--- src/hdl/frame_builder_params.svh ---
// Constants for the touch feedback frame builder
// How it works
// RQ1: A reply frame goes into the send buffer whenever a request is answered or a touch event gives feedback.
// RQ2: Every frame starts with escape byte 1B, then three identifier bytes, then the parameters at their widths.
// RQ3: Parameters go out as raw binary, except replies defined as character strings.
// RQ4: Multi-byte parameters go out least significant byte first and the host rebuilds them in that order.
// RQ5: The text box content reply is 53 45 55, a 16-bit object number, then 16-bit characters ended by zero.
// RQ6: The text box content reply is sent only when the bound keyboard delivers key code 13.
// RQ7: The button state reply is 54 51 53, object number and state, 1 released and 2 pressed.
// RQ8: Touch replies go out only for press, release or drag events enabled per object; all zero mutes them.
// RQ9: The radio group reply ends in 52, carries active switch and group number, sent on every change.
// RQ10: The keyboard key reply ends in 4B, carries keyboard and key code, only when not bound to a text box.
// RQ11: The bar value reply ends in 49 and carries object number then new value.
// RQ12: The menu entry reply ends in 4D and carries menu object number then selected index.
// RQ13: The combo entry reply ends in 43 and carries object number then selected index.
// RQ14: Restart option decodes 0 normal, 1 test, 2 skip power-on macro, 3 skip defaults, 4 boot menu, 5 reserved.
// RQ15: Each frame enters the send buffer whole, so bytes of two replies never interleave.
`ifndef FRAME_BUILDER_PARAMS_SVH
`define FRAME_BUILDER_PARAMS_SVH
`define ESC_BYTE 8'h1B
`define ID_T_BYTE 8'h54
`define ID_Q_BYTE 8'h51
`define ID_TB0 8'h53
`define ID_TB1 8'h45
`define ID_TB2 8'h55
`define ID_BUTTON 8'h53
`define ID_RADIO 8'h52
`define ID_KEY 8'h4B
`define ID_BAR 8'h49
`define ID_MENU 8'h4D
`define ID_COMBO 8'h43
`define ENTER_CODE 16'h000D
`define STATE_RELEASED 16'h0001
`define STATE_PRESSED 16'h0002
`define EV_PRESS_BIT 0
`define EV_RELEASE_BIT 1
`define EV_DRAG_BIT 2
`define CFG_RESET 3'h0
`define TEXT_DEPTH 16
`define TEXT_IDX_W 4
`define RESTART_DEFAULT 3'h0
`endif

--- src/hdl/frame_builder_pkg.sv ---
// Types for the touch feedback frame builder
package frame_builder_pkg;
   typedef enum logic [2:0] {
      REPLY_BUTTON = 3'b000,
      REPLY_RADIO = 3'b001,
      REPLY_KEY = 3'b010,
      REPLY_BAR = 3'b011,
      REPLY_MENU = 3'b100,
      REPLY_COMBO = 3'b101
   } reply_kind_t;

   typedef enum logic [1:0] {
      EV_PRESS = 2'b00,
      EV_RELEASE = 2'b01,
      EV_DRAG = 2'b10
   } touch_event_t;

   typedef enum logic [2:0] {
      RESTART_NORMAL = 3'b000,
      RESTART_TEST = 3'b001,
      RESTART_NO_MACRO = 3'b010,
      RESTART_NO_DEFAULTS = 3'b011,
      RESTART_BOOT_MENU = 3'b100,
      RESTART_RESERVED = 3'b101
   } restart_option_t;

   typedef enum logic [2:0] {
      ST_IDLE = 3'b000,
      ST_HEAD = 3'b001,
      ST_PARAM = 3'b010,
      ST_TEXT = 3'b011,
      ST_TERM = 3'b100
   } build_state_t;

   typedef struct packed {
      reply_kind_t kind;
      touch_event_t evt;
      logic [15:0] object_number;
      logic [15:0] value;
   } touch_req_t;

   typedef struct packed {
      logic [15:0] keyboard_object;
      logic [15:0] text_box_object;
      logic bound_to_text_box;
      logic [15:0] key_code;
   } key_req_t;
endpackage : frame_builder_pkg

--- src/hdl/frame_skid_buffer.sv ---
// Two-entry byte buffer between frame builder and send buffer
`timescale 1ns/1ps
module frame_skid_buffer (
   input wire logic core_clk_i,
   input wire logic rst_n_i,
   input wire logic in_valid_i,
   output logic in_ready_o,
   input wire logic [7:0] in_data_i,
   output logic out_valid_o,
   input wire logic out_ready_i,
   output logic [7:0] out_data_o
);
   logic [7:0] mem_q [2];
   logic [7:0] mem_d [2];
   logic rd_q;
   logic wr_q;
   logic [1:0] cnt_q;
   logic push;
   logic pop;

   assign in_ready_o = (cnt_q != 2'd2);
   assign out_valid_o = (cnt_q != 2'd0);
   assign out_data_o = mem_q[rd_q];
   assign push = in_valid_i && in_ready_o;
   assign pop = out_valid_o && out_ready_i;

   genvar g;
   generate
      for (g = 0; g < 2; g++) begin : g_entry
         assign mem_d[g] = (push && (wr_q == 1'(g))) ? in_data_i : mem_q[g];
         always_ff @(posedge core_clk_i) begin
            if (!rst_n_i) begin
               mem_q[g] <= 8'h00;
            end else begin
               mem_q[g] <= mem_d[g];
            end
         end
      end
   endgenerate

   always_ff @(posedge core_clk_i) begin
      if (!rst_n_i) begin
         rd_q <= 1'b0;
         wr_q <= 1'b0;
         cnt_q <= 2'd0;
      end else begin
         rd_q <= rd_q ^ pop;
         wr_q <= wr_q ^ push;
         cnt_q <= cnt_q + {1'b0, push} - {1'b0, pop};
      end
   end
endmodule : frame_skid_buffer

--- src/hdl/touch_feedback_frame_builder.sv ---
// Reply frame builder for touch and text box feedback
`timescale 1ns/1ps
`include "frame_builder_params.svh"
module touch_feedback_frame_builder (
   input wire logic core_clk_i,
   input wire logic rst_n_i,
   // Touch reply request
   input wire logic touch_valid_i,
   output logic touch_ready_o,
   input wire frame_builder_pkg::touch_req_t touch_req_i,
   // Keyboard key event
   input wire logic key_valid_i,
   output logic key_ready_o,
   input wire frame_builder_pkg::key_req_t key_req_i,
   // Text box character store
   input wire logic text_wr_i,
   input wire logic text_clear_i,
   input wire logic [15:0] text_char_i,
   // Report configuration per object slot
   input wire logic cfg_wr_i,
   input wire logic [3:0] cfg_slot_i,
   input wire logic [15:0] cfg_object_i,
   input wire logic [2:0] cfg_events_i,
   // Restart command option
   input wire logic restart_valid_i,
   input wire logic [2:0] restart_option_i,
   output logic restart_normal_o,
   output logic restart_test_o,
   output logic restart_no_macro_o,
   output logic restart_no_defaults_o,
   output logic restart_boot_menu_o,
   output logic restart_reserved_o,
   // Send buffer byte stream
   output logic tx_valid_o,
   input wire logic tx_ready_i,
   output logic [7:0] tx_data_o,
   output logic busy_o
);
   localparam int SLOTS = 16;

   frame_builder_pkg::build_state_t state_q;
   frame_builder_pkg::build_state_t state_d;
   logic [7:0] id2_q;
   logic [`TEXT_IDX_W:0] txt_n_q;
   logic [1:0] head_cnt_q;
   logic [1:0] par_cnt_q;
   logic [15:0] p0_q;
   logic [15:0] p1_q;
   logic text_frame_q;
   logic [`TEXT_IDX_W-1:0] txt_rd_q;
   logic [`TEXT_IDX_W:0] txt_len_q;
   logic [15:0] text_mem_q [`TEXT_DEPTH];
   logic [15:0] cfg_obj_q [SLOTS];
   logic [2:0] cfg_ev_q [SLOTS];
   logic [15:0] radio_last_q;
   logic radio_seen_q;
   logic [1:0] char_byte_q;

   logic buf_ready;
   logic byte_valid;
   logic [7:0] byte_data;
   logic byte_take;
   logic idle;
   logic [SLOTS-1:0] slot_hit;
   logic [2:0] ev_mask;
   logic ev_allowed;
   logic radio_changed;
   logic touch_send;
   logic touch_take;
   logic key_enter;
   logic key_send;
   logic key_take;
   logic [7:0] last_id;
   logic [7:0] head_byte;
   logic [15:0] cur_par;
   logic [7:0] par_byte;
   logic [15:0] cur_char;
   logic [7:0] char_byte;
   logic text_last;
   logic kind_ok;
   logic evt_ok;
   logic [15:0] touch_p1;
   logic frame_start;
   logic radio_take;
   logic [5:0] restart_hit;

   assign idle = (state_q == frame_builder_pkg::ST_IDLE);
   assign busy_o = !idle;

   genvar s;
   generate
      for (s = 0; s < SLOTS; s++) begin : g_slot
         assign slot_hit[s] = (cfg_obj_q[s] == touch_req_i.object_number) && (cfg_ev_q[s] != `CFG_RESET);
         always_ff @(posedge core_clk_i) begin
            if (!rst_n_i) begin
               cfg_obj_q[s] <= 16'h0000;
               cfg_ev_q[s] <= `CFG_RESET;
            end else if (cfg_wr_i && (cfg_slot_i == 4'(s))) begin
               cfg_obj_q[s] <= cfg_object_i;
               cfg_ev_q[s] <= cfg_events_i;
            end
         end
      end
   endgenerate

   // Matching slots OR their masks; an unconfigured object stays muted
   always_comb begin
      ev_mask = 3'h0;
      for (int i = 0; i < SLOTS; i++) begin
         if (slot_hit[i]) begin
            ev_mask = ev_mask | cfg_ev_q[i];
         end
      end
   end

   // Unused kind and event codes never open a frame
   assign kind_ok = (touch_req_i.kind <= frame_builder_pkg::REPLY_COMBO);
   assign evt_ok = (touch_req_i.evt != 2'h3);
   // RQ8 event enable gate
   assign ev_allowed = evt_ok && ev_mask[touch_req_i.evt];
   // RQ9 change detect
   assign radio_changed = !radio_seen_q || (radio_last_q != touch_req_i.object_number);
   assign touch_send = kind_ok && ev_allowed &&
      ((touch_req_i.kind != frame_builder_pkg::REPLY_RADIO) || radio_changed);
   assign radio_take = touch_take && touch_send && (touch_req_i.kind == frame_builder_pkg::REPLY_RADIO);
   // Requests are taken only between frames, keyboard first
   assign key_take = key_valid_i && idle;
   assign touch_take = touch_valid_i && idle && !key_valid_i;
   assign key_ready_o = idle;
   assign touch_ready_o = idle && !key_valid_i;
   // RQ6 enter triggers text box
   assign key_enter = key_req_i.bound_to_text_box && (key_req_i.key_code == `ENTER_CODE);
   // RQ10 unbound keyboards only
   assign key_send = !key_req_i.bound_to_text_box;
   // RQ1 any reply opens a frame
   assign frame_start = (key_take && (key_enter || key_send)) || (touch_take && touch_send);
   // RQ7 button state follows the event, not the caller's value
   assign touch_p1 = (touch_req_i.kind != frame_builder_pkg::REPLY_BUTTON) ? touch_req_i.value :
      (touch_req_i.evt == frame_builder_pkg::EV_RELEASE) ? `STATE_RELEASED : `STATE_PRESSED;

   // RQ7 RQ9 RQ11 RQ12 RQ13 identifier bytes
   assign last_id =
      (touch_req_i.kind == frame_builder_pkg::REPLY_BUTTON) ? `ID_BUTTON :
      (touch_req_i.kind == frame_builder_pkg::REPLY_RADIO) ? `ID_RADIO :
      (touch_req_i.kind == frame_builder_pkg::REPLY_KEY) ? `ID_KEY :
      (touch_req_i.kind == frame_builder_pkg::REPLY_BAR) ? `ID_BAR :
      (touch_req_i.kind == frame_builder_pkg::REPLY_MENU) ? `ID_MENU : `ID_COMBO;

   // RQ2 escape then identifier
   assign head_byte =
      (head_cnt_q == 2'd0) ? `ESC_BYTE :
      (head_cnt_q == 2'd1) ? (text_frame_q ? `ID_TB0 : `ID_T_BYTE) :
      (head_cnt_q == 2'd2) ? (text_frame_q ? `ID_TB1 : `ID_Q_BYTE) : id2_q;

   // RQ3 RQ4 raw binary, low byte first
   assign cur_par = par_cnt_q[1] ? p1_q : p0_q;
   assign par_byte = par_cnt_q[0] ? cur_par[15:8] : cur_par[7:0];
   // RQ5 16-bit characters, low byte first
   assign cur_char = text_mem_q[txt_rd_q];
   assign char_byte = char_byte_q[0] ? cur_char[15:8] : cur_char[7:0];
   // Length is latched at take, so a clear during the frame cannot run the reader off the end
   assign text_last = ({1'b0, txt_rd_q} == txt_n_q - 5'd1);

   always_comb begin
      byte_valid = 1'b0;
      byte_data = 8'h00;
      case (state_q)
         frame_builder_pkg::ST_HEAD: begin
            byte_valid = 1'b1;
            byte_data = head_byte;
         end
         frame_builder_pkg::ST_PARAM: begin
            byte_valid = 1'b1;
            byte_data = par_byte;
         end
         frame_builder_pkg::ST_TEXT: begin
            byte_valid = 1'b1;
            byte_data = char_byte;
         end
         // RQ5 zero terminator
         frame_builder_pkg::ST_TERM: begin
            byte_valid = 1'b1;
            byte_data = 8'h00;
         end
         default: begin
            byte_valid = 1'b0;
            byte_data = 8'h00;
         end
      endcase
   end
   assign byte_take = byte_valid && buf_ready;

   // RQ15 one frame at a time
   always_comb begin
      state_d = state_q;
      case (state_q)
         frame_builder_pkg::ST_IDLE: begin
            // RQ1 start a frame
            if (frame_start) begin
               state_d = frame_builder_pkg::ST_HEAD;
            end
         end
         frame_builder_pkg::ST_HEAD: begin
            if (byte_take && (head_cnt_q == 2'd3)) begin
               state_d = frame_builder_pkg::ST_PARAM;
            end
         end
         frame_builder_pkg::ST_PARAM: begin
            if (byte_take && text_frame_q && (par_cnt_q == 2'd1)) begin
               state_d = (txt_n_q == 5'd0) ? frame_builder_pkg::ST_TERM : frame_builder_pkg::ST_TEXT;
            end else if (byte_take && (par_cnt_q == 2'd3)) begin
               state_d = frame_builder_pkg::ST_IDLE;
            end
         end
         frame_builder_pkg::ST_TEXT: begin
            if (byte_take && char_byte_q[0] && text_last) begin
               state_d = frame_builder_pkg::ST_TERM;
            end
         end
         frame_builder_pkg::ST_TERM: begin
            if (byte_take && char_byte_q[0]) begin
               state_d = frame_builder_pkg::ST_IDLE;
            end
         end
         default: begin
            state_d = frame_builder_pkg::ST_IDLE;
         end
      endcase
   end

   always_ff @(posedge core_clk_i) begin
      if (!rst_n_i) begin
         state_q <= frame_builder_pkg::ST_IDLE;
      end else begin
         state_q <= state_d;
      end
   end

   // Capture frame contents when a request is taken
   always_ff @(posedge core_clk_i) begin
      if (!rst_n_i) begin
         id2_q <= 8'h00;
         txt_n_q <= '0;
         p0_q <= 16'h0000;
         p1_q <= 16'h0000;
         text_frame_q <= 1'b0;
      end else if (key_take && key_enter) begin
         id2_q <= `ID_TB2;
         txt_n_q <= txt_len_q;
         text_frame_q <= 1'b1;
         p0_q <= key_req_i.text_box_object;
         p1_q <= 16'h0000;
      end else if (key_take && key_send) begin
         id2_q <= `ID_KEY;
         text_frame_q <= 1'b0;
         p0_q <= key_req_i.keyboard_object;
         p1_q <= key_req_i.key_code;
      end else if (touch_take && touch_send) begin
         id2_q <= last_id;
         text_frame_q <= 1'b0;
         p0_q <= touch_req_i.object_number;
         p1_q <= touch_p1;
      end
   end

   // Byte counters within a frame
   always_ff @(posedge core_clk_i) begin
      if (!rst_n_i || idle) begin
         head_cnt_q <= 2'd0;
         par_cnt_q <= 2'd0;
         char_byte_q <= 2'd0;
         txt_rd_q <= '0;
      end else if (byte_take) begin
         if (state_q == frame_builder_pkg::ST_HEAD) begin
            head_cnt_q <= head_cnt_q + 2'd1;
         end else if (state_q == frame_builder_pkg::ST_PARAM) begin
            par_cnt_q <= par_cnt_q + 2'd1;
         end else begin
            char_byte_q <= {1'b0, ~char_byte_q[0]};
            if ((state_q == frame_builder_pkg::ST_TEXT) && char_byte_q[0] && !text_last) begin
               txt_rd_q <= txt_rd_q + 1'b1;
            end
         end
      end
   end

   // Text box characters; full store drops extra characters
   // Writes are ignored unless idle so a frame never reads a half-written store
   always_ff @(posedge core_clk_i) begin
      if (!rst_n_i || text_clear_i) begin
         txt_len_q <= '0;
      end else if (text_wr_i && idle && (txt_len_q != 5'd16)) begin
         text_mem_q[txt_len_q[`TEXT_IDX_W-1:0]] <= text_char_i;
         txt_len_q <= txt_len_q + 5'd1;
      end
   end

   // RQ9 remember active switch
   always_ff @(posedge core_clk_i) begin
      if (!rst_n_i) begin
         radio_last_q <= 16'h0000;
         radio_seen_q <= 1'b0;
      end else if (radio_take) begin
         radio_last_q <= touch_req_i.object_number;
         radio_seen_q <= 1'b1;
      end
   end

   // RQ14 restart decode; options 6 and 7 give no pulse
   assign restart_hit[0] = restart_valid_i && (restart_option_i == frame_builder_pkg::RESTART_NORMAL);
   assign restart_hit[1] = restart_valid_i && (restart_option_i == frame_builder_pkg::RESTART_TEST);
   assign restart_hit[2] = restart_valid_i && (restart_option_i == frame_builder_pkg::RESTART_NO_MACRO);
   assign restart_hit[3] = restart_valid_i && (restart_option_i == frame_builder_pkg::RESTART_NO_DEFAULTS);
   assign restart_hit[4] = restart_valid_i && (restart_option_i == frame_builder_pkg::RESTART_BOOT_MENU);
   assign restart_hit[5] = restart_valid_i && (restart_option_i == frame_builder_pkg::RESTART_RESERVED);
   always_ff @(posedge core_clk_i) begin
      if (!rst_n_i) begin
         restart_normal_o <= 1'b0;
         restart_test_o <= 1'b0;
         restart_no_macro_o <= 1'b0;
         restart_no_defaults_o <= 1'b0;
         restart_boot_menu_o <= 1'b0;
         restart_reserved_o <= 1'b0;
      end else begin
         restart_normal_o <= restart_hit[0];
         restart_test_o <= restart_hit[1];
         restart_no_macro_o <= restart_hit[2];
         restart_no_defaults_o <= restart_hit[3];
         restart_boot_menu_o <= restart_hit[4];
         restart_reserved_o <= restart_hit[5];
      end
   end

   // RQ15 stall keeps bytes in order
   frame_skid_buffer u_buf (
      .core_clk_i(core_clk_i),
      .rst_n_i(rst_n_i),
      .in_valid_i(byte_valid),
      .in_ready_o(buf_ready),
      .in_data_i(byte_data),
      .out_valid_o(tx_valid_o),
      .out_ready_i(tx_ready_i),
      .out_data_o(tx_data_o)
   );
endmodule : touch_feedback_frame_builder

--- config.mk ---
export PLATFORM = sky130hd
export DESIGN_NAME = touch_feedback_frame_builder
export DESIGN_NICKNAME = d
export VERILOG_FILES = /design/src/hdl/frame_builder_pkg.sv /design/src/hdl/frame_skid_buffer.sv /design/src/hdl/touch_feedback_frame_builder.sv
export VERILOG_INCLUDE_DIRS = /design/src /design/src/hdl
export SDC_FILE = /design/constraint.sdc
export NUM_CORES = 1
export LEC_CHECK = 0
export BUFFER_PORTS_ARGS = -buffer_cell sky130_fd_sc_hd__buf_2
export CORE_UTILIZATION = 25
export DETAILED_ROUTE_END_ITERATION = 12
export GPL_ROUTABILITY_DRIVEN = 0
export SLEW_MARGIN = 40
export SYNTH_ARGS = -nofsm -noshare
export SYNTH_HDL_FRONTEND = slang
export SYNTH_HIERARCHICAL = 1
export SYNTH_SLANG_ARGS = --single-unit
--- constraint.sdc ---
create_clock -name core_clk_i -period 4.6 [get_ports core_clk_i]
set_clock_uncertainty 0.05 [all_clocks]
set_input_delay 0.46 -clock core_clk_i [delete_from_list [all_inputs] [get_ports core_clk_i]]
set_output_delay 0.46 -clock core_clk_i [all_outputs]
set_load 0.005 [all_outputs]
==> results of run 1 <==
repair_timing:
action | CTS | global route
setup endpoints to repair | 0 | 0
hold endpoints to repair | 5 | 0
hold buffers | 5 | 0
placed cells by master (no fill, tap or decap), types with 42 or more instances in the layout:
cell type                     n
sky130_fd_sc_hd__nor2_1      74
sky130_fd_sc_hd__edfxtp_1   576
sky130_fd_sc_hd__mux2i_1     68
sky130_fd_sc_hd__xor2_1     122
sky130_fd_sc_hd__and2_1     306
sky130_fd_sc_hd__buf_2      153
sky130_fd_sc_hd__nand4_1     42
sky130_fd_sc_hd__buf_4       85
sky130_fd_sc_hd__clkbuf_16   76
sky130_fd_sc_hd__xnor2_1    165
sky130_fd_sc_hd__mux4_2      88
sky130_fd_sc_hd__dfxtp_1     90
sky130_fd_sc_hd__nand2_1    136
worst max path at each step:
stage                                from           endpoint  slack [ps]  cells past startpoint
after floorplan                state_q[0]   text_mem_q[0][0]        1260                      8
after detailed placement  touch_req_i[19]            p1_q[8]         500                     12
after CTS                       flip-flop  u_buf/mem_q[1][1]        1050                      6
final                     touch_req_i[19]            p1_q[8]        1020                     12
after global routing      touch_req_i[19]            p0_q[7]         970                     12
after global placement    touch_req_i[19]            p1_q[5]         520                     12
state kept, by name, summed over array words and instances, names as in the netlist, 2 cells and up, named ones only:
register and flops:
cfg_obj_q 256, text_mem_q 256, cfg_ev_q 48, p0_q 16
p1_q 16, radio_last_q 16, u_buf/mem_q 16, id2_q 6
txt_len_q 5, txt_n_q 5, txt_rd_q 4, state_q 3
head_cnt_q 2, par_cnt_q 2, u_buf/cnt_q 2
cells by family after synthesis:
family	after synthesis	synth area share, %
mux	178	9.732
flops	669	62.93
xor+xnor	288	8.331
fa+ha+maj	16	0.6576
compound gates	110	2.721
buf+inv	146	2.408
simple gates	733	13.22
per-layer routing:
layer | routed length (microns) | vias up | GRT usage [%]
met2 | 38400 | 650 | 21.05
met3 | 6345 | 132 | 2.845
met4 | 1848 | 8 | 3.743
met5 | 46 | - | 0
li1 | - | 8205 | -
met1 | 39100 | 9217 | 19.67
worst max-delay path, cell delays in order:
cell                       delay (ps)
sky130_fd_sc_hd__buf_2            500
sky130_fd_sc_hd__buf_4            290
sky130_fd_sc_hd__xor2_1            80
sky130_fd_sc_hd__or4_1            510
sky130_fd_sc_hd__nor4_1           670
sky130_fd_sc_hd__a222oi_1         130
sky130_fd_sc_hd__and3_1           230
sky130_fd_sc_hd__nand4_1          130
sky130_fd_sc_hd__o211ai_4         280
sky130_fd_sc_hd__buf_4            350
sky130_fd_sc_hd__mux2_4           320
sky130_fd_sc_hd__nor2_1            90
layout make-up:
cell class              count  area, sq um  area share (%)
multi-input cells        1325        10640           29.76
repair buffers            247         1534           4.290
clock inverters            39        360.3           1.008
flip-flops and latches    669        19160           53.60
well taps                1612         2017           5.641
inverters                  16        60.06          0.1680
clock buffers              97         1981           5.539
metrics by stage:
| step | area (sq um) | total power, W | hold slack (ps) | setup WS (ps) | util, % |
|---|---|---|---|---|---|
| finish | 35760 | 0.01456 | 59.93 | 1017 | 29.73 |
| global route | 35760 | 0.01506 | 33.07 | 967.7 | 29.73 |
| CTS | 35760 | 0.01469 | 6.917 | 1054 | 29.72 |
| detailed placement | 33360 | 0.008870 | 394.7 | 504.6 | 27.74 |
| global placement | 33330 | 0.008857 | 390.4 | 517.9 | 27.70 |
| floorplan | 30440 | 0.008161 | 381.5 | 1265 | - |
report_power, final:
part / internal, W / switching, W
clock network: 0.00334 / 0.00248
registers: 0.00689 / 0.000183
logic: 0.000652 / 0.00103
total: 0.0109 / 0.00369
==> summary.txt, run 1 <==
Logic synthesis
  – Top flip-flop cell by instance count after synthesis: sky130_fd_sc_hd__edfxtp_1
  – Number of instances in the synthesized netlist: between 2000 and 2500
  – Dominant cells by area after synthesis: sky130_fd_sc_hd__edfxtp_1 (57%), sky130_fd_sc_hd__mux4_2 (6.5%), sky130_fd_sc_hd__and2_1 (6.3%)
  – Flops & latches, synth: between 600 and 700
  – Count of different cell masters after synthesis: 64
  – Area share of the leading cell type in the synthesized netlist: between 50% and 60%
  – Synth warn: 6
  – Synth top cells by count: sky130_fd_sc_hd__edfxtp_1 (576), sky130_fd_sc_hd__and2_1 (306), sky130_fd_sc_hd__xnor2_1 (165)
  – Nets in the synthesized netlist: roughly 2300
  – Synth async-reset ratio: 0%
  – Register area share after synthesis: 62.93%
  – Most repeated cell in the gate-level netlist after synthesis: sky130_fd_sc_hd__edfxtp_1
  – Area of the mapped netlist: slightly above 30000 sq um
  – Number of enable-type register cells in the synthesized netlist: between 500 and 600
  – Per-instance average area after synthesis: between 10 and 15 sq um
  – Library cell with the largest summed area after synthesis: sky130_fd_sc_hd__edfxtp_1

Timing
  – Setup TNS: 0 ps
  – Transition time at the pin with the least slew margin: between 800 and 900 ps
  – Max Slew Vio Count: 0
  – Final hold violation count: 0
  – Highest achievable clock rate: 0.2791 GHz
  – RSZ-0062 raised after global routing: false
  – Relative slew margins: a little under half
  – Final worst path period need: roughly 3600 ps
  – Setup-violating endpoint count in the final report: 0
  – Final clock period utilization by the worst path: 77.89%

Min path
  – Startpoint of the worst hold path: restart_valid_i
  – Sink of the worst hold path: restart_reserved_o
  – Class of the tightest hold or removal check: input port to flip-flop
  – Cell depth of the worst min-delay path: 3

Floorplanning
  – Overall die width: approximately 350 microns
  – Full die area: approximately 120000 sq um
  – Num rows: ~130
  – Initial core utilization: roughly a quarter
  – Height of the chip: between 300 and 400 microns
  – Core outline area: 120300 sq um
  – I/O Pins: roughly 160

Run
  – Max cap viols: 0

Setup path
  – Endpoint of the most critical register-to-register path: p1_q[8]
  – Crit Path Max Fanout: 15
  – R2r worst-path depth: 11
  – Worst-case register-to-register setup slack: roughly 1100 ps
  – Data arrival time of the worst path: just over 4000 ps
  – Data required, critical path: roughly 5100 ps
  – Worst setup SP type: input port
  – Source of the worst register-to-register timing path: cfg_obj_q[0][11]
  – Type of the worst setup path: input port to flip-flop
  – Category of the worst setup path capture point: flip-flop

CTS
  – Clock sink count: between 600 and 700
  – Clk pin slew, worst setup/hold paths: ~70 ps
  – TritonCTS clock tree: done
  – Post-CTS Setup Bufs: 0
  – Clock latency on the worst-skew pair: roughly 650 ps
  – Clock Path Buffers: 3
  – H-tree levels: 3
  – Clock tree root driver cell: sky130_fd_sc_hd__clkbuf_16
  – Cts bufs inserted: 76
  – Number of gates resized after cts: 0

Routing
  – Number of antenna-violating nets in the routed design: 0
  – Routed wire length: ~86000 microns
  – Detailed-route vias per instance: 4.547
  – First-pass detailed-route iteration total: 5
  – Post-detailed-route wirelength per cell: approximately 21 microns
  – Via Count: roughly 18000
  – First-iteration detailed-routing DRC count: ~1700
  – Number of remaining DRC errors: 0

Placement
  – Number of input and output port buffers inserted: approximately 150
  – Number of cells in the design after placement: 3864
  – Placed wire-length estimate: 56790 microns

Finish
  – Share of cells above drive strength 1: roughly a fifth
  – Filler Cells Inserted: 12030
  – Number of cells in the finished layout apart from fillers: roughly 4000
  – Diodes inserted: 0
  – Net count reported at finish: 2488
  – Area growth from synthesis to layout: 17.46%

Pwr
  – Power Density: about 410 nW/um^2
  – Worst-case vdd ir drop: approximately 0.00033 V
  – Lkg Pwr: around 12 nW

GRT
  – Largest net degree at the start of global routing: 75
  – Initial antenna violation count: 12
  – Wire length of the first global-routing pass: approximately 120000 microns
  – Remaining global-route overflow: 0
  – Vias in the first global route: roughly 18000
  – Total Routing Usage GR: about 14%

Status
  – Result of the run: complete, no violations
Power figures use the tool's default switching activity.
==> run 2, diff against run 1 <==
Clock period 4.6 ns to 3.4 ns, I/O delays scaled along.
==> run 2 against run 1 <==
Critical path depth shrank 1. Combinational power increased by 47%. Register-to-register slack lost 910 ps. Utilization increased by 1.0 points. Sequential power is 35% higher. Routed wire length down 0.21%. Cell count rose by 2.4%. Cell area grew 3.5%. First-iteration DRC count is 0.12% higher. Worst setup slack got worse by 810 ps. Non-clock buffer count increased by 92. Flip-flop and latch count stayed put. Critical path type is now flip-flop to flip-flop. Largest cell class unchanged.
==> summary.txt, run 2 (synthesis gave the netlist of run 1 again) <==
Timing
  – Final clock period utilization by the worst path: between 90 and 100%
  – Final hold violation count: 0 (unchanged)
  – RSZ-0062 raised after global routing: false
  – Highest achievable clock rate: around 0.31 GHz
  – Max Slew Vio Count: 0 (unchanged)
  – Final worst hold slack: 55.60 ps (-4.332 ps)
  – Relative slew margins: 46.50% (+0.45 points)
  – Final worst path period need: 3196 ps
  – Transition time at the pin with the least slew margin: 795.2 ps (-11.11 ps)
  – Setup-violating endpoint count in the final report: 0 (unchanged)

Setup path
  – Most frequent cell on the critical path: sky130_fd_sc_hd__buf_12
  – Worst-case register-to-register setup slack: 200 ps (-910 ps)
  – Data required, critical path: 3960 ps (-1150 ps)
  – Cell breakdown of the critical path: xor2_1 -> or4_1 -> nor4_2 -> a222oi_1 -> and3_1 -> nand4_1 -> o211ai_4 -> buf_12 -> buf_12 -> mux2_4 -> nor2_1
  – Crit Path Max Fanout: 19 (+4)
  – Worst stage delay on the critical path: 530 ps (-140 ps)
  – Category of the worst setup path capture point: flip-flop
  – Data arrival time of the worst path: 3750 ps (-340 ps)
  – Worst setup SP type: flip-flop
  – CP max stage cell: sky130_fd_sc_hd__nor4_2
  – Type of the worst setup path: flip-flop to flip-flop

Finish
  – Number of cells in the finished layout apart from fillers: 4101 (+2.4%)
  – Most common library cell in the layout ignoring fill and taps: sky130_fd_sc_hd__edfxtp_1
  – Area growth from synthesis to layout: 21.56%
  – Commonest cells after routing, fill and taps aside: sky130_fd_sc_hd__edfxtp_1 (576), sky130_fd_sc_hd__and2_1 (306), sky130_fd_sc_hd__xnor2_1 (165)
  – Share of cells above drive strength 1: 22.46% (+1.4 points)
  – Filler Cells Inserted: 11890 (-1.2%)
  – Final core utilization: 30.76% (+1.0 points)
  – Net count reported at finish: 2580 (+3.7%)

CTS
  – Clock tree root driver cell: sky130_fd_sc_hd__clkbuf_16
  – Post-CTS Setup Bufs: 0 (unchanged)
  – Clock latency on the worst-skew pair: 680 ps (+30 ps)
  – Cts bufs inserted: 76 (unchanged)
  – H-tree levels: 3 (unchanged)
  – TritonCTS clock tree: done
  – Clock Path Buffers: 3 (unchanged)
  – Clk pin slew, worst setup/hold paths: 60 ps (about the same)
  – Clock sink count: 669 (unchanged)

Placement
  – Placed wire-length estimate: 56890 microns (+0.19%)
  – Number of input and output port buffers inserted: 154 (unchanged)
  – Number of cells in the design after placement: 3917 (+1.4%)

Routing
  – Number of antenna-violating nets in the routed design: 0 (unchanged)
  – Detailed-route vias per instance: 4.465 (-1.8%)
  – First-iteration detailed-routing DRC count: 1685 (+0.12%)
  – Via Count: 18310 (+0.54%)
  – Number of remaining DRC errors: 0 (unchanged)
  – Routed wire length: 85570 microns (-0.21%)
  – Post-detailed-route wirelength per cell: 20.86 microns (-2.5%)
  – First-pass detailed-route iteration total: 5 (unchanged)

GRT
  – Total Routing Usage GR: 13.95% (+0.16 points)
  – Vias in the first global route: 18400 (+3.7%)
  – Initial antenna violation count: 12 (unchanged)
  – Remaining global-route overflow: 0 (unchanged)
  – Largest net degree at the start of global routing: 104 (+39%)
  – Wire length of the first global-routing pass: 124700 microns (+1.1%)

Floorplanning
  – Initial core utilization: 25.31% (unchanged)
  – Height of the chip: 351.0 microns (unchanged)
  – Full die area: 123200 sq um (unchanged)
  – Overall die width: 351.0 microns (unchanged)
  – I/O Pins: 155 (unchanged)
  – Num rows: 127 (unchanged)
  – Core outline area: 120300 sq um (unchanged)

Pwr
  – Worst-case vdd ir drop: 0.0004304 V (+30%)
  – Power Density: 540.5 nW/um^2 (+33%)
  – Lkg Pwr: 12.63 nW (+4.8%)

Min path
  – Class of the tightest hold or removal check: input port to flip-flop

Run
  – Max cap viols: 0 (unchanged)

Status
  – Result of the run: complete, no violations
## run 2: cell types whose count changed in the layout (fill, tap and decap cells not counted), sizes merged
| cell | before | now |
|---|---|---|
| buf | 242 | 295 |
| bufinv | 5 | 4 |
| clkbuf | 97 | 93 |
| clkinv | 29 | 30 |
| clkinvlp | 2 | 3 |
| diode | 0 | 5 |
| dlygate4sd3 | 5 | 44 |
| inv | 19 | 21 |
## run 2: timing repair
| item | CTS | global route |
|---|---|---|
| hold endpoints to repair | 287 | 0 |
| hold buffers | 44 | 0 |
| setup endpoints to repair | 0 | 0 |
| gates resized for setup | 0 | 0 |
## run 2: per-stage QoR
step	setup WS [ps]	total power, W	instance area [sq um]	TNS [ps]
after floorplan	64.87	0.01104	30440	0
after global placement	-101.3	0.01214	34100	-2143
after detailed placement	-114.3	0.01216	34130	-2816
after CTS	186.1	0.02018	36990	0
after global routing	39.99	0.02066	37000	0
final	204.0	0.02000	37010	0
## run 2: area by class of cell
class	count	area, sq um	share of cell area (%)
Clock buffer	93	1966	5.312
Tap cell	1612	2017	5.450
Multi-Input combinational cell	1325	10630	28.72
Timing Repair Buffer	339	2698	7.290
Inverter	16	60.06	0.1623
Clock inverter	42	460.4	1.244
Sequential cell	669	19160	51.79
Antenna cell	5	12.51	0.03381
## run 2: path summary, 6_finish.rpt
| kind | endpoint | depth (start not counted) | from |
|---|---|---|---|
| setup reg to reg | p1_q[3] | 11 | cfg_obj_q[1][3] |
| setup / recovery | p1_q[3] | 11 | cfg_obj_q[1][3] |
| hold / removal | p0_q[10] | 4 | key_req_i[43] |
| hold reg to reg | p0_q[0] | 2 | p0_q[0] |
## run 2: where the power goes
| part | total [W] | switching (W) | internal, W | leakage, nW |
|---|---|---|---|---|
| clock network | 0.00799 | 0.00349 | 0.00450 | 1.17 |
| logic | 0.00247 | 0.00143 | 0.00104 | 5.33 |
| registers | 0.00954 | 0.000229 | 0.00931 | 6.14 |
| total | 0.0200 | 0.00516 | 0.0148 | 12.6 |
## run 2: metal layers
layer,vias to the layer above,track usage [%],wire length (microns)
met5,-,0,53
met4,8,4.037,1707
met3,114,3.093,6657
met2,611,21.49,38820
met1,9196,19.50,38330
li1,8382,-,-
## run 2: critical path, delay by kind of cell, from the launching register on
family / cells / cell delay [ps]
and+or+nand+nor: 5 / 1480
DFF: 1 / 430
buffers and inverters: 2 / 330
AOI/OAI and AO/OA: 2 / 320
muxes: 1 / 300
xor gates and xnor gates: 1 / 180
